File: src/rtl/dio_consts.svh
/*
  Named offsets, field positions, reset values and timing counts for the six-line digital I/O block.
  Assumes a 100 MHz system clock and a 32-bit APB register bus.
*/
`ifndef DIO_CONSTS_SVH
`define DIO_CONSTS_SVH

// Line count and clock rate
`define DIO_NUM_LINES 6
`define DIO_CLK_MHZ 100

// Line indices with a fixed role; line 1 is index 0
`define DIO_IDX_TRIG 3'h0
`define DIO_IDX_MEAS 3'h1
`define DIO_IDX_FAULT 3'h2
`define DIO_IDX_USER 3'h3

// Register byte offsets
`define DIO_OFS_CTRL 8'h00
`define DIO_OFS_CFG_BASE 8'h04
`define DIO_OFS_MANIN_BASE 8'h20
`define DIO_OFS_STATUS 8'h40
`define DIO_OFS_LAST_LINE 8'h14

// Control register fields
`define DIO_CTRL_WORK_LSB 0
`define DIO_CTRL_WORK_MSB 1
`define DIO_CTRL_EXT_TRIG 4

// Line config fields
`define DIO_CFG_MODE_LSB 0
`define DIO_CFG_MODE_MSB 2
`define DIO_CFG_ACT_LSB 4
`define DIO_CFG_ACT_MSB 6
`define DIO_CFG_VAR_LSB 8
`define DIO_CFG_VAR_MSB 9

// Status register fields and write-one commands
`define DIO_ST_PIN_LSB 0
`define DIO_ST_PIN_MSB 5
`define DIO_ST_FAULT 8
`define DIO_ST_ERR_LSB 16
`define DIO_ST_ERR_MSB 25
`define DIO_ST_CLR_FAULT 0
`define DIO_ST_CLR_ERR 1

// Error code for reading a line that is not a manual input
`define DIO_ERR_NOT_MANIN 10'h1FC
`define DIO_ERR_NONE 10'h000

// Measurement-complete low pulse, inside the 10 to 30 us window
`define DIO_MEAS_PULSE_US 20
`define DIO_MEAS_PULSE_CYC (`DIO_MEAS_PULSE_US * `DIO_CLK_MHZ)
`define DIO_MEAS_CNT_W 12

`endif

File: src/rtl/dio_pkg.sv
/*
  Types shared by the digital I/O block: work modes, line modes, actions and variations.
  Assumes nothing of its surroundings.
*/
package dio_pkg;
  // Instrument work mode
  typedef enum logic [1:0] {WORK_SUPPLY = 2'h0, WORK_BATT_TEST = 2'h1, WORK_BATT_SIM = 2'h2} work_mode_t;
  // Line mode; manual input is the reset value
  typedef enum logic [2:0] {
    LM_MAN_IN = 3'h0, manual_drive_high = 3'h1, manual_drive_low = 3'h2, LM_TRIG_IN = 3'h3,
    LM_MEAS_DONE = 3'h4, LM_FAULT = 3'h5, LM_COND_OUT = 3'h6, LM_CMD_IN = 3'h7
  } line_mode_t;
  // Condition output actions
  typedef enum logic [2:0] {
    ACT_SINK_SOURCE = 3'h0, over_voltage_action = 3'h1, ACT_UNDER_VOLT = 3'h2, regulation_change_action = 3'h3,
    ACT_END = 3'h4, ACT_FULL = 3'h5, ACT_EMPTY = 3'h6
  } cond_act_t;
  // Command input actions
  typedef enum logic [2:0] {CMD_OUT_ON = 3'h0, CMD_OUT_OFF = 3'h1, CMD_SCRIPT_START = 3'h2, CMD_SCRIPT_STOP = 3'h3} cmd_act_t;
  // Signal variation
  typedef enum logic [1:0] {VAR_RISE = 2'h0, VAR_FALL = 2'h1, VAR_HIGH = 2'h2, VAR_LOW = 2'h3} variation_t;
endpackage

File: src/rtl/dio_lines.sv
/*
  Six-line multipurpose digital I/O controller with an APB register slave.
  Assumes pins reach line_in asynchronously, an external open-collector stage driven by line_oe,
  and instrument status/event signals on the pclk domain.
*/
`timescale 1ns/1ps
`include "dio_consts.svh"

module dio_lines
  import dio_pkg::*;
(
  input wire logic pclk,
  input wire logic presetn,
  input wire logic psel,
  input wire logic penable,
  input wire logic pwrite,
  input wire logic [7:0] paddr,
  input wire logic [31:0] pwdata,
  output logic [31:0] prdata,
  output logic pready,
  output logic pslverr,
  input wire logic [5:0] line_in,
  output logic [5:0] line_out,
  output logic [5:0] line_oe,
  input wire logic meas_done,
  input wire logic fault_event,
  input wire logic sink_mode,
  input wire logic cv_mode,
  input wire logic volt_above_limit,
  input wire logic volt_below_limit,
  input wire logic end_reached,
  input wire logic full_reached,
  input wire logic empty_reached,
  output logic trigger_event,
  output logic output_on_cmd,
  output logic output_off_cmd,
  output logic script_start_cmd,
  output logic script_stop_cmd
);
  ////////////////////////////////////////////////////////////////////////////
  // Declarations
  ////////////////////////////////////////////////////////////////////////////
  work_mode_t work; // Instrument work mode
  line_mode_t mode [`DIO_NUM_LINES]; // Per-line mode
  logic [2:0] act [`DIO_NUM_LINES]; // Per-line action
  variation_t vari [`DIO_NUM_LINES]; // Per-line variation
  logic [5:0] sync1; // First synchroniser stage
  logic [5:0] sync2; // Second synchroniser stage
  logic [5:0] sync3; // Edge history
  logic [5:0] lvl; // 1 = transistor off, line high
  logic [5:0] shot_done; // One-shot already fired
  logic [5:0] cond_q; // Previous condition per line
  logic sink_q; // Previous sink/source state
  logic cv_q; // Previous regulation state
  logic fault_latched; // Pending fault
  logic [9:0] err_code; // Last error code
  logic [`DIO_MEAS_CNT_W-1:0] meas_cnt; // Meter complete pulse timer
  logic bus_access; // Access phase under way
  logic bus_commit; // Transfer completes at this edge
  logic is_cfg; // Address hits a line config
  logic is_manin; // Address hits a manual input read
  logic [2:0] sel_line; // Line chosen by address
  logic next_err; // Error for the pending transfer
  logic [31:0] next_rdata; // Read data for the pending transfer
  logic [5:0] cfg_wr; // Line config written at the previous edge
  ////////////////////////////////////////////////////////////////////////////
  // Legality of a line setting
  ////////////////////////////////////////////////////////////////////////////
  function automatic logic legal(input logic [2:0] ln, input logic [2:0] m, input logic [2:0] a,
                                 input logic [1:0] v, input work_mode_t w);
    logic cond_line;
    logic lvl_act;
    logic lvl_var;
    cond_line = (ln == `DIO_IDX_MEAS) || (ln >= `DIO_IDX_USER);
    lvl_act = (a != ACT_SINK_SOURCE) && (a != regulation_change_action);
    lvl_var = (v == VAR_HIGH) || (v == VAR_LOW);
    case (m)
      LM_MAN_IN, manual_drive_high, manual_drive_low: legal = 1'b1;
      LM_TRIG_IN: legal = (ln == `DIO_IDX_TRIG);
      LM_MEAS_DONE: legal = (ln == `DIO_IDX_MEAS) && (w == WORK_SUPPLY);
      LM_FAULT: legal = (ln == `DIO_IDX_FAULT);
      LM_COND_OUT: begin
        // Change actions one-shot only, voltage actions level only; end, full and empty take either
        legal = cond_line && (w != WORK_SUPPLY) && (lvl_act || !lvl_var) && (a <= ACT_EMPTY);
        legal = legal && (lvl_var || ((a != over_voltage_action) && (a != ACT_UNDER_VOLT)));
        legal = legal && ((w == WORK_BATT_TEST) || ((a != regulation_change_action) && (a != ACT_END)));
        legal = legal && ((w == WORK_BATT_SIM) || (a < ACT_FULL));
      end
      LM_CMD_IN: begin
        legal = cond_line && (w != WORK_SUPPLY) && (a <= CMD_SCRIPT_STOP);
        legal = legal && ((w == WORK_BATT_TEST) || (a < CMD_SCRIPT_START));
      end
      default: legal = 1'b0;
    endcase
  endfunction
  // Current condition of an action from the status inputs
  function automatic logic cond_of(input logic [2:0] a, input logic ss_chg, input logic rg_chg, input logic ov,
                                   input logic uv, input logic en, input logic fu, input logic em);
    case (a)
      ACT_SINK_SOURCE: cond_of = ss_chg;
      over_voltage_action: cond_of = ov;
      ACT_UNDER_VOLT: cond_of = uv;
      regulation_change_action: cond_of = rg_chg;
      ACT_END: cond_of = en;
      ACT_FULL: cond_of = fu;
      ACT_EMPTY: cond_of = em;
      default: cond_of = 1'b0;
    endcase
  endfunction
  ////////////////////////////////////////////////////////////////////////////
  // APB decode and response preparation
  ////////////////////////////////////////////////////////////////////////////
  assign bus_access = psel && penable;
  assign bus_commit = bus_access && pready;
  assign is_cfg = (paddr >= `DIO_OFS_CFG_BASE) && (paddr <= (`DIO_OFS_CFG_BASE + `DIO_OFS_LAST_LINE))
                  && (paddr[1:0] == 2'b00);
  assign is_manin = (paddr >= `DIO_OFS_MANIN_BASE) && (paddr <= (`DIO_OFS_MANIN_BASE + `DIO_OFS_LAST_LINE))
                    && (paddr[1:0] == 2'b00);
  // Line index and response for the current address
  always_comb begin
    sel_line = 3'((paddr - (is_cfg ? `DIO_OFS_CFG_BASE : `DIO_OFS_MANIN_BASE)) >> 2);
    next_err = 1'b0;
    next_rdata = 32'h0000_0000;
    if (paddr == `DIO_OFS_CTRL) begin
      next_rdata[`DIO_CTRL_WORK_MSB:`DIO_CTRL_WORK_LSB] = work;
      next_err = pwrite && (pwdata[`DIO_CTRL_WORK_MSB:`DIO_CTRL_WORK_LSB] > WORK_BATT_SIM);
    end else if (is_cfg) begin
      next_rdata[`DIO_CFG_MODE_MSB:`DIO_CFG_MODE_LSB] = mode[sel_line];
      next_rdata[`DIO_CFG_ACT_MSB:`DIO_CFG_ACT_LSB] = act[sel_line];
      next_rdata[`DIO_CFG_VAR_MSB:`DIO_CFG_VAR_LSB] = vari[sel_line];
      // Illegal settings are refused
      next_err = pwrite && !legal(sel_line, pwdata[`DIO_CFG_MODE_MSB:`DIO_CFG_MODE_LSB],
                                  pwdata[`DIO_CFG_ACT_MSB:`DIO_CFG_ACT_LSB],
                                  pwdata[`DIO_CFG_VAR_MSB:`DIO_CFG_VAR_LSB], work);
    end else if (is_manin) begin
      // Level only for manual inputs, else no data and an error
      next_err = pwrite || (mode[sel_line] != LM_MAN_IN);
      next_rdata[0] = (mode[sel_line] == LM_MAN_IN) && sync2[sel_line];
    end else if (paddr == `DIO_OFS_STATUS) begin
      next_rdata[`DIO_ST_PIN_MSB:`DIO_ST_PIN_LSB] = sync2;
      next_rdata[`DIO_ST_FAULT] = fault_latched;
      next_rdata[`DIO_ST_ERR_MSB:`DIO_ST_ERR_LSB] = err_code;
    end else begin
      next_err = 1'b1; // Unmapped address
    end
  end
  // One wait state, then a registered answer
  always_ff @(posedge pclk or negedge presetn) begin
    if (!presetn) begin
      pready <= 1'b0;
      pslverr <= 1'b0;
      prdata <= 32'h0000_0000;
    end else if (bus_access && !pready) begin
      pready <= 1'b1;
      pslverr <= next_err;
      prdata <= next_err ? 32'h0000_0000 : next_rdata;
    end else begin
      pready <= 1'b0;
      pslverr <= 1'b0;
      prdata <= 32'h0000_0000;
    end
  end
  ////////////////////////////////////////////////////////////////////////////
  // Configuration registers
  ////////////////////////////////////////////////////////////////////////////
  always_ff @(posedge pclk or negedge presetn) begin
    if (!presetn) begin
      work <= WORK_SUPPLY;
      cfg_wr <= 6'h00;
      for (int i = 0; i < `DIO_NUM_LINES; i++) begin
        mode[i] <= LM_MAN_IN;
        act[i] <= 3'h0;
        vari[i] <= VAR_RISE;
      end
    end else begin
      cfg_wr <= 6'h00;
      if (bus_commit && pwrite && !pslverr && (paddr == `DIO_OFS_CTRL)) begin
        work <= work_mode_t'(pwdata[`DIO_CTRL_WORK_MSB:`DIO_CTRL_WORK_LSB]);
        // External trigger source takes over line 1
        if (pwdata[`DIO_CTRL_EXT_TRIG]) begin
          mode[0] <= LM_TRIG_IN;
          cfg_wr[0] <= 1'b1;
        end
      end
      if (bus_commit && pwrite && !pslverr && is_cfg) begin
        mode[sel_line] <= line_mode_t'(pwdata[`DIO_CFG_MODE_MSB:`DIO_CFG_MODE_LSB]);
        act[sel_line] <= pwdata[`DIO_CFG_ACT_MSB:`DIO_CFG_ACT_LSB];
        vari[sel_line] <= variation_t'(pwdata[`DIO_CFG_VAR_MSB:`DIO_CFG_VAR_LSB]);
        cfg_wr[sel_line] <= 1'b1;
      end
    end
  end
  // Error code and fault latch; a new fault wins over a clear
  always_ff @(posedge pclk or negedge presetn) begin
    if (!presetn) begin
      err_code <= `DIO_ERR_NONE;
      fault_latched <= 1'b0;
    end else begin
      if (bus_commit && is_manin && pslverr && !pwrite) begin
        err_code <= `DIO_ERR_NOT_MANIN;
      end else if (bus_commit && pwrite && (paddr == `DIO_OFS_STATUS) && pwdata[`DIO_ST_CLR_ERR]) begin
        err_code <= `DIO_ERR_NONE;
      end
      if (fault_event) begin
        fault_latched <= 1'b1;
      end else if (bus_commit && pwrite && (paddr == `DIO_OFS_STATUS) && pwdata[`DIO_ST_CLR_FAULT]) begin
        fault_latched <= 1'b0;
      end
    end
  end
  ////////////////////////////////////////////////////////////////////////////
  // Input synchronisers and trigger/command events
  ////////////////////////////////////////////////////////////////////////////
  always_ff @(posedge pclk or negedge presetn) begin
    if (!presetn) begin
      sync1 <= 6'h3F;
      sync2 <= 6'h3F;
      sync3 <= 6'h3F;
    end else begin
      sync1 <= line_in;
      sync2 <= sync1;
      sync3 <= sync2;
    end
  end
  // Single-cycle pulses from synchronised edges
  always_ff @(posedge pclk or negedge presetn) begin
    if (!presetn) begin
      trigger_event <= 1'b0;
      output_on_cmd <= 1'b0;
      output_off_cmd <= 1'b0;
      script_start_cmd <= 1'b0;
      script_stop_cmd <= 1'b0;
    end else begin
      // Falling edge, three cycles after the pin
      trigger_event <= (mode[0] == LM_TRIG_IN) && sync3[0] && !sync2[0];
      output_on_cmd <= 1'b0;
      output_off_cmd <= 1'b0;
      script_start_cmd <= 1'b0;
      script_stop_cmd <= 1'b0;
      for (int i = 0; i < `DIO_NUM_LINES; i++) begin
        // Rise and high act on a rising edge, fall and low on a falling edge
        if ((mode[i] == LM_CMD_IN) && (sync2[i] != sync3[i])
            && (sync2[i] == ((vari[i] == VAR_RISE) || (vari[i] == VAR_HIGH)))) begin
          case (act[i])
            CMD_OUT_ON: output_on_cmd <= 1'b1;
            CMD_OUT_OFF: output_off_cmd <= 1'b1;
            CMD_SCRIPT_START: script_start_cmd <= 1'b1;
            CMD_SCRIPT_STOP: script_stop_cmd <= 1'b1;
            default: output_on_cmd <= 1'b0;
          endcase
        end
      end
    end
  end
  ////////////////////////////////////////////////////////////////////////////
  // Measurement-complete pulse timer
  ////////////////////////////////////////////////////////////////////////////
  always_ff @(posedge pclk or negedge presetn) begin
    if (!presetn) begin
      meas_cnt <= '0;
    end else if (meas_done && (mode[1] == LM_MEAS_DONE)) begin
      meas_cnt <= `DIO_MEAS_CNT_W'(`DIO_MEAS_PULSE_CYC);
    end else if (meas_cnt != '0) begin
      meas_cnt <= meas_cnt - 1'b1;
    end
  end
  ////////////////////////////////////////////////////////////////////////////
  // Output level per line
  ////////////////////////////////////////////////////////////////////////////
  always_ff @(posedge pclk or negedge presetn) begin
    if (!presetn) begin
      lvl <= 6'h3F;
      shot_done <= 6'h00;
      cond_q <= 6'h00;
      sink_q <= 1'b0;
      cv_q <= 1'b0;
    end else begin
      sink_q <= sink_mode;
      cv_q <= cv_mode;
      for (int i = 0; i < `DIO_NUM_LINES; i++) begin
        cond_q[i] <= cond_of(act[i], sink_mode ^ sink_q, cv_mode ^ cv_q, volt_above_limit,
                             volt_below_limit, end_reached, full_reached, empty_reached);
        case (mode[i])
          manual_drive_high: lvl[i] <= 1'b1;
          manual_drive_low: lvl[i] <= 1'b0;
          LM_MEAS_DONE: lvl[i] <= (meas_cnt == '0);
          LM_FAULT: lvl[i] <= !fault_latched;
          LM_COND_OUT: begin
            if (cfg_wr[i]) begin
              // Fresh setting re-arms the one-shot at its resting level
              shot_done[i] <= 1'b0;
              lvl[i] <= (vari[i] != VAR_RISE) && (vari[i] != VAR_HIGH);
            end else if ((vari[i] == VAR_HIGH) || (vari[i] == VAR_LOW)) begin
              lvl[i] <= cond_q[i] ^ (vari[i] == VAR_LOW);
            end else if (!shot_done[i] && cond_q[i]) begin
              shot_done[i] <= 1'b1;
              lvl[i] <= (vari[i] == VAR_RISE);
            end
          end
          default: lvl[i] <= 1'b1; // Inputs leave the transistor off
        endcase
      end
    end
  end
  // Open-collector stage: enable sinks, pad level is always low when driven
  always_ff @(posedge pclk or negedge presetn) begin
    if (!presetn) begin
      line_oe <= 6'h00;
      line_out <= 6'h00;
    end else begin
      line_oe <= ~lvl;
      line_out <= 6'h00;
    end
  end
endmodule // dio_lines

File: config.mk
export PLATFORM = sky130hd
export DESIGN_NAME = dio_lines
export DESIGN_NICKNAME = d
export VERILOG_FILES = /design/src/rtl/dio_pkg.sv /design/src/rtl/dio_lines.sv
export VERILOG_INCLUDE_DIRS = /design/src /design/src/rtl
export SDC_FILE = /design/constraint.sdc
export NUM_CORES = 1
export LEC_CHECK = 0
export BUFFER_PORTS_ARGS = -buffer_cell sky130_fd_sc_hd__clkbuf_2
export CAP_MARGIN = 20
export CORE_MARGIN = 3
export CORE_UTILIZATION = 59
export DETAILED_ROUTE_END_ITERATION = 8
export PLACE_DENSITY_LB_ADDON = 0.2
export SLEW_MARGIN = 20
export SYNTH_ARGS = -nofsm -noshare
export SYNTH_HDL_FRONTEND = slang
export SYNTH_SLANG_ARGS = --single-unit
File: constraint.sdc
create_clock -name pclk -period 3.8 [get_ports pclk]
set_input_delay 0.19 -clock pclk [delete_from_list [all_inputs] [get_ports pclk]]
set_output_delay 0.19 -clock pclk [all_outputs]
set_load 0.02 [all_outputs]
* After elaboration in Yosys (flattened, before gate mapping)
Cells that the tools add are included.
Operators by class: add/subtract/negate cells 2, multipliers 0, div/mod/pow operators 0, magnitude comparators 14, eq/ne operators 127, shift operators 0, mux-type cells 158, bitwise logic cells 11, reductions and logical operators 144
Operator list (count):
- 3-bit equality test (second input constant) | 46
- 1-bit two-way mux | 100
- 3-bit by 2-bit equality test with 1-bit output (second input constant) | 22
- 1-bit logical AND | 61
- 10-bit two-way mux | 6
- 26-bit two-way mux | 2
- 1-bit case mux with 7 select lines | 6
- 18-bit bitwise mux | 2
- 2-bit nonzero test | 16
- 2-bit equality test (second input constant) | 15
- 3-bit zero test | 9
- 3-bit two-way mux | 9
- 3-bit by 1-bit equality test with 1-bit output (second input constant) | 8
- 12-bit two-way mux | 2
- 2-bit != test (second input constant) | 12
- 4-bit != test (second input constant) | 6
- 1-bit case mux with 4 select lines | 6
- 1-bit logical OR | 20
- 3-bit binary-select mux with 3-bit select | 2
- 18-bit two-way mux | 1
- 3-bit AND reduction | 6
- 3-bit OR reduction | 6
- 2-bit zero test | 8
- 1-bit zero test | 13
- 42 further kinds | 72
Storage, ports and cells: bits in registers 162, bits in latches 0, RAM bits 0, memory bits (read-only) 0, input port bits 60, output and inout bits 51, logic and storage cells 506, memories 0

* Longest topological paths before layout
Gate-level depths: netlist (run 1).
depth after elaboration 22, mapped depth 14, mapped depth without buffers 10

* Worst setup path before layout (run 1)
Ideal clock, no wire load.
kind input-to-reg, from input paddr[4], to register prdata[0], setup time 67 ps, arrival 3256 ps, required time 3733 ps, path slack 477 ps, stages on the path 12, path buffers 3, cells stage by stage clkbuf_1 > nor3_2 > nor4b_4 > clkbuf_1 > ha_1 > ha_1 > clkbuf_1 > mux4_2 > nor4_1 > o21ai_0 > a22oi_1 > o2111a_1
Between the ends: word-level cells in the longest chain between the ends 22, elaborated cells on any way between the ends 51, those cells by class 1 x add/sub; 5 x order compare; 3 x eq/ne; 19 x mux; 1 x bitwise; 22 x reduce/logical
Ends and longest elaborated chain:
- start, declared | RTL line dio_lines.sv:17 | input wire logic [7:0] paddr,
- 8-bit by 3-bit greater-or-equal comparator with 1-bit output (no source line) or 8-bit by 5-bit less-or-equal comparator with 1-bit output (tied branches)
- 1-bit logical AND (2 in a row) | RTL line dio_lines.sv:115 | assign is_cfg = (paddr >= `DIO_OFS_CFG_BASE) && (paddr <= (`DIO_OFS_CFG_BASE + `DIO_OFS_LAST_LINE))
- 3-bit two-way mux (no source line)
- 5-bit subtractor | RTL line dio_lines.sv:121 | sel_line = 3'((paddr - (is_cfg ? `DIO_OFS_CFG_BASE : `DIO_OFS_MANIN_BASE)) >> 2);
- 3-bit by 2-bit greater-or-equal comparator with 1-bit output (no source line) or 3-bit by 1-bit equality test with 1-bit output (tied branches)
- 1-bit logical OR | RTL line dio_lines.sv:74 | cond_line = (ln == `DIO_IDX_MEAS) || (ln >= `DIO_IDX_USER);
- 1-bit logical AND | RTL line dio_lines.sv:84, dio_lines.sv:90
- 1-bit logical AND (2 in a row) | RTL line dio_lines.sv:84 | legal = cond_line && (w != WORK_SUPPLY) && (lvl_act || !lvl_var) && (a <= ACT_EMPTY);
- [4 not listed]
- 1-bit two-way mux | RTL line dio_lines.sv:127 | end else if (is_cfg) begin
- 1-bit two-way mux | RTL line dio_lines.sv:124 | if (paddr == `DIO_OFS_CTRL) begin
- 1-bit zero test | RTL line dio_lines.sv:132 | next_err = pwrite && !legal(sel_line, pwdata[`DIO_CFG_MODE_MSB:`DIO_CFG_MODE_LSB],
- 1-bit logical AND | RTL line dio_lines.sv:132
- 1-bit two-way mux | RTL line dio_lines.sv:127
- 1-bit two-way mux | RTL line dio_lines.sv:124
- 26-bit two-way mux (*) | RTL line dio_lines.sv:156 | prdata <= next_err ? 32'h0000_0000 : next_rdata;
- 26-bit two-way mux (*) | RTL line dio_lines.sv:153 | end else if (bus_access && !pready) begin
- end signal, assigned | RTL line dio_lines.sv:156
- end, declared | RTL line dio_lines.sv:19 | output logic [31:0] prdata,
Mark *: on every way between the ends. The rest lies on a longest branch, timed or not. The select of a mux whose other input is x is not followed. A chain may end at the register's enable or synchronous reset.

* Final worst setup path (run 1)
from input paddr[1], to register prdata[5]
The elaborated chain is that of the path after synthesis.

==> impl_metrics.json, run 1 <==
{
  "path_buf_inv": 2,
  "crit_top_cell": "ha_1",
  "grt_usage_pct": 27.07,
  "via_per_inst": 6.132,
  "gp_congestion": 0.8877,
  "row_count": 38,
  "core-area_mm2": 0.01117,
  "finClkSkew_ns": 0.01071,
  "yosys_warnings": 0,
  "gr-total-overflow": 0,
  "status": "completed",
  "worstPathCellList": "clkbuf_2 > nor4_4 > nor4b_4 > ha_1 > ha_1 > buf_4 > o311ai_0 > nand3_1 > a221o_1 > a41o_1 > a311oi_1",
  "route.detailed.drc": 0,
  "cts_sinks": 131,
  "cp-start-kind": "input port",
  "end_kind": "register",
  "critical_path_class": "in2reg",
  "finalSetupViolCount": 0,
  "crit_arrival_ns": 3.29,
  "firstDrtPassIters": 5,
  "ctsRootBufferMaster": "clkbuf_16",
  "antenna_found_initial": 0,
  "dp_hpwl_mm": 11.71,
  "worstRegToRegCells": 6,
  "synth_common_cells": "107 x dfrtp_1, 59 x nand2_1, 58 x nor2_1",
  "hp-class": "in2reg",
  "met3_usage_pct": 6.712,
  "fin_setup_tns_ns": 0,
  "ys_seq_area_share_pct": 47.77,
  "area_growth_pct": 14.36,
  "grt-busiest-layer": "met2",
  "cts_tree": "done",
  "wire_per_inst_um": 18.97,
  "synth_largest_area_cell": "dfrtp_1",
  "r2r-end": "output_on_cmd",
  "pin_count": 111,
  "synth-edff-count": 0,
  "cts_buffer_depth": 2,
  "crit_required_ns": 4.10,
  "maxSlewHeadroom_pct": 34.20,
  "rrSetupSlack_ns": 1.02,
  "hold_viol_final": 0,
  "die_w_um": 114.3,
  "grt_pass1_wl_mm": 27.21,
  "cts.repair.resized": 0,
  "drv_cap": 0,
  "finalPower_mw": 3.449,
  "start_util_pct": 61.98,
  "crit_path_max_incr_delay_ns": 0.40,
  "synth.top_cell.area_share_pct": 38.66,
  "slowest_stage": "nor4_4",
  "whs_path_depth": 3,
  "cts_made_buffers": 17,
  "p_leak_nw": 3.709,
  "tightest_slew_ns": 0.9870,
  "vias": 5451,
  "synthArstFlopShare_pct": 100.0,
  "diodes": 0,
  "die_area_mm2": 0.01307,
  "critPathMaxFanout": 20,
  "cp_top_family": "compound AO/OA/AOI/OAI gates",
  "grt_start_max_net_pins": 111,
  "synth.avg_cell_area_um2": 10.28,
  "netlist_area_mm2": 0.006925,
  "slew_viol_final": 0,
  "drive_above_1_share_pct": 24.83,
  "worstHoldStart": "penable",
  "r2r_start": "sync2[0]",
  "synth_cells": 674,
  "path_clk_slew_ns": 0.05,
  "grt_util_met1_pct": 36.56,
  "die_y_um": 114.3,
  "synthTopCellsByArea": "dfrtp_1 39%, dfstp_2 9.1%, mux2_2 5.0%",
  "holdPathEnd": "pslverr",
  "final_util_pct": 70.88,
  "first_iter_violations": 473,
  "wirelength_mm": 16.87,
  "period_share_pct": 78.82,
  "clk_latency_ns": 0.43,
  "portBuffers": 64,
  "yosysMostFrequentCell": "dfrtp_1",
  "ys_types": 68,
  "rsz0062_at_grt": "no",
  "max_freq_ghz": 0.3339,
  "ir_drop_mv": 0.4044,
  "first_global_vias": 5234,
  "post_cts_buffers": 0,
  "cts_hold_buf": 10,
  "final_nets": 799,
  "htreeDepth": 4,
  "power_density_mw_per_mm2": 435.4,
  "ant_nets": 0,
  "synth-seq-cells": 131,
  "synth_ff_type": "dfrtp_1",
  "holdWs_ns": 0.02663,
  "min_period_ns": 2.995,
  "use_met2_pct": 42.90
}
-- metal layers --
metal	routed length [um]	vias up
li1	-	2500
met1	7168	2682
met2	8106	232
met3	1232	37
met4	360	0
met5	0	-
-- flip-flops by register name (all words and copies together) (netlist names), 2 cells and up --
name,flops
cfg_wr,6
work,2
cond_q,6
sync1,6
lvl,6
line_oe,6
sync2,6
meas_cnt,12
shot_done,6
prdata,10
mode,18
sync3,6
act,18
vari,12
-- per-stage QoR --
step / area, um2 / worst slack (ns) / std cells
after floorplan: 7004 / 0.4769 / 695
after global placement: 7209 / 0.5253 / 847
after detailed placement: 7209 / 0.4290 / 847
after CTS: 7920 / 0.8246 / 889
after global routing: 7920 / 0.5701 / 889
final: 7920 / 0.8050 / 889
-- report_power, final --
part | switching, mW | internal, mW | total [mW]
Clock | 0.599 | 1.07 | 1.67
Sequential | 0.0497 | 1.46 | 1.51
Combinational | 0.170 | 0.104 | 0.273
-- worst register-to-register path: stages (launching register included) --
cell and delay, ns:
dfstp_2 0.58, or3b_2 0.46, a2111oi_2 0.67, nor3b_1 0.34, o22a_1 0.17, nor4_1 0.05, o31ai_1 0.37
-- placed cells by master (no fill, tap or decap), types with 4 or more instances in the layout --
master,netlist,routed
a21oi_1,36,36
a22o_1,5,5
a311oi_1,4,4
a31oi_1,15,15
and3_1,14,14
and3b_1,4,4
buf_4,28,6
clkbuf_16,0,17
clkbuf_2,1,63
clkbuf_8,0,6
conb_1,1,22
dfrtp_1,107,107
dfstp_2,24,24
dlygate4sd3_1,0,10
inv_1,45,45
mux2_2,31,31
mux2i_1,14,14
mux4_2,15,15
nand2_1,59,59
nand2b_1,4,4
nand3_1,16,16
nand3b_1,5,5
nand4_1,5,5
nor2_1,58,58
nor2b_1,7,7
nor3_1,15,15
nor3b_1,8,8
nor4_1,6,6
o2111ai_1,4,4
o21ai_0,31,31
o31ai_1,5,5
or3_1,4,4
or3b_2,4,4
xnor2_1,7,7
xor2_1,8,8
-- cell families after synthesis --
kind of cell	Yosys count	synth area share [%]
other cells	1	0.05415
compound gates	134	12.74
buf+inv	103	7.371
xor+xnor	16	2.132
mux	63	12.59
fa+ha+maj	3	0.5421
flops	131	47.77
simple gates	223	16.80
-- final cells by class --
type                    instances  area (um2)
well taps                     140       175.2
inverters                      45       168.9
repair buffers                 80       471.7
clock inverters                 7       95.09
flip-flops and latches        131        3308
multi-input cells             461        3186
fillers                       789        3253
clock buffers                  25       515.5
-- how the worst max path moves through the flow --
| stage | to | startpoint | depth (start not counted) |
|---|---|---|---|
| final | prdata[5] | paddr[1] | 11 |
| after global routing | prdata[0] | paddr[1] | 10 |
| after CTS | prdata[5] | paddr[1] | 11 |
| after detailed placement | prdata[5] | paddr[1] | 11 |
| after global placement | prdata[0] | paddr[4] | 10 |
| after floorplan | prdata[0] | paddr[4] | 12 |
Power figures use the tool's default switching activity.
==> inputs of run 2 (changes only) <==
CORE_UTILIZATION = 57   (was 59)
clock period = 2.95 ns   (was 3.8 ns; I/O delays follow)
==> impl_metrics.json, run 2 (same netlist as run 1, synthesis figures left out) <==
{
  "status": "completed",
  "via_per_inst": 6.070,
  "cts_tree": "done",
  "tightest_slew_ns": 0.9317,
  "ctsRootBufferMaster": "clkbuf_16",
  "setup_ws_ns": 0.2983,
  "die_area_mm2": 0.01351,
  "slew_viol_final": 0,
  "p_leak_nw": 3.776,
  "cts_buffer_depth": 2,
  "design_area_mm2": 0.008055,
  "gr-total-overflow": 0,
  "crit_required_ns": 3.30,
  "finalPower_mw": 4.438,
  "crit_arrival_ns": 3.00,
  "place_ws_ns": -0.04871,
  "area_growth_pct": 16.31,
  "wirelength_mm": 17.14,
  "period_share_pct": 89.89,
  "finalSetupViolCount": 0,
  "htreeDepth": 4,
  "final_cell_mix": "107 x dfrtp_1, 63 x clkbuf_2, 59 x nand2_1",
  "dp_hpwl_mm": 12.09,
  "core-area_mm2": 0.01166,
  "wire_per_inst_um": 18.88,
  "firstDrtPassIters": 5,
  "holdWs_ns": 0.05288,
  "crit_top_cell": "ha_1",
  "top_regs": "act x18, mode x18",
  "max_freq_ghz": 0.3771,
  "first_iter_violations": 525,
  "die_w_um": 116.2,
  "cts.repair.resized": 0,
  "cp-start-kind": "input port",
  "path_clk_slew_ns": 0.06,
  "grt_usage_pct": 26.90,
  "final_nets": 815,
  "min_period_ns": 2.652,
  "end_kind": "register",
  "power_density_mw_per_mm2": 550.9,
  "cp_top_family": "compound AO/OA/AOI/OAI gates",
  "cts_sinks": 131,
  "portBuffers": 64,
  "slowest_stage": "a22oi_1",
  "ant_nets": 0,
  "path_buf_inv": 2,
  "gp_congestion": 0.9610,
  "finClkSkew_ns": 0.007893,
  "drv_cap": 0,
  "antenna_found_initial": 0,
  "first_global_vias": 5385,
  "hold_viol_final": 0,
  "grt_start_max_net_pins": 121,
  "critical_path_class": "in2reg",
  "placed_cell_area_mm2": 0.007331,
  "pin_count": 111,
  "rsz0062_at_grt": "no",
  "worstPathCellList": "clkbuf_2 > o311a_1 > nor4b_4 > ha_1 > ha_1 > buf_4 > mux4_2 > nor4_2 > o21ai_0 > a22oi_1 > and3_1",
  "vias": 5512,
  "clk_latency_ns": 0.42,
  "grt_pass1_wl_mm": 27.75,
  "critPathMaxFanout": 5,
  "start_util_pct": 59.38,
  "route.detailed.drc": 0,
  "maxSlewHeadroom_pct": 37.88,
  "drive_above_1_share_pct": 26.54,
  "diodes": 0,
  "ir_drop_mv": 0.4348,
  "hp-class": "in2reg",
  "fin_setup_tns_ns": 0,
  "layout_commonest_cell": "dfrtp_1",
  "cts_made_buffers": 17,
  "row_count": 39,
  "die_y_um": 116.2,
  "crit_path_max_incr_delay_ns": 0.38
}
## run 2: cell count changes in the layout (fill, tap and decap cells not counted), moves of 2 or more
cell	change
clkbuf_8	-4
clkinv_2	+3
clkbuf_1	-2
clkinvlp_4	+3
buf_4	+14
dlygate4sd3_1	+2
## run 2: what timing repair did
| action | in CTS | in global routing |
|---|---|---|
| hold buffers | 12 | 0 |
| buffers inserted | 0 | 0 |
| setup endpoints to repair | 0 | 0 |
| hold endpoints to repair | 105 | 0 |
## run 2: report_power, final
| part | total, mW | internal (mW) | leakage (nW) | switching (mW) |
|---|---|---|---|---|
| Clock | 2.13 | 1.34 | 0.287 | 0.786 |
| Combinational | 0.366 | 0.145 | 1.83 | 0.221 |
| Sequential | 1.94 | 1.88 | 1.66 | 0.0671 |
| Total | 4.44 | 3.36 | 3.78 | 1.07 |
## run 2: metal layers
layer  up-vias  global-route usage (%)  part of all wire [%]
met2       222                   42.33                    48
met3        50                   6.580                   6.4
li1       2528                       -                     -
met5         -                       0                     0
met4         0                   11.29                   3.5
met1      2712                   35.91                    43
## run 2: worst register-to-register path, stage by stage, from the launching register on
cell and delay (ns):
dfstp_2 0.57, or3b_2 0.46, a2111oi_2 0.63, nor3b_1 0.26, o22a_1 0.17, nor4_1 0.05
o31ai_1 0.35
## run 2: cell type report
type                       instances  area, um2
timing repair buffer              96      599.3
sequential                       131       3308
clock inverter                    14      162.7
clock buffer                      18      439.2
inverter                          45      168.9
tap                              143      178.9
multi-input combinational        461       3198
fill                             875       3607
## run 2: path summary, 6_finish.rpt
path / cells past startpoint / from / slack, ns / endpoint
max: 11 / paddr[2] / 0.30 / prdata[9]
min: 2 / pwdata[2] / 0.05 / mode[2]
min in group asynchronous: 2 / presetn / 0.43 / meas_cnt[6]
max in group asynchronous: 3 / presetn / 1.77 / cv_q
min reg2reg: 0 / sync1[1] / 0.36 / sync2[1]
max reg2reg: 6 / sync2[0] / 0.33 / output_on_cmd
## run 2: metrics by stage
step,util [%],instances
finish,69.07,908
global route,69.07,908
CTS,69.05,908
detailed placement,62.86,864
global placement,62.86,864
floorplan,-,695
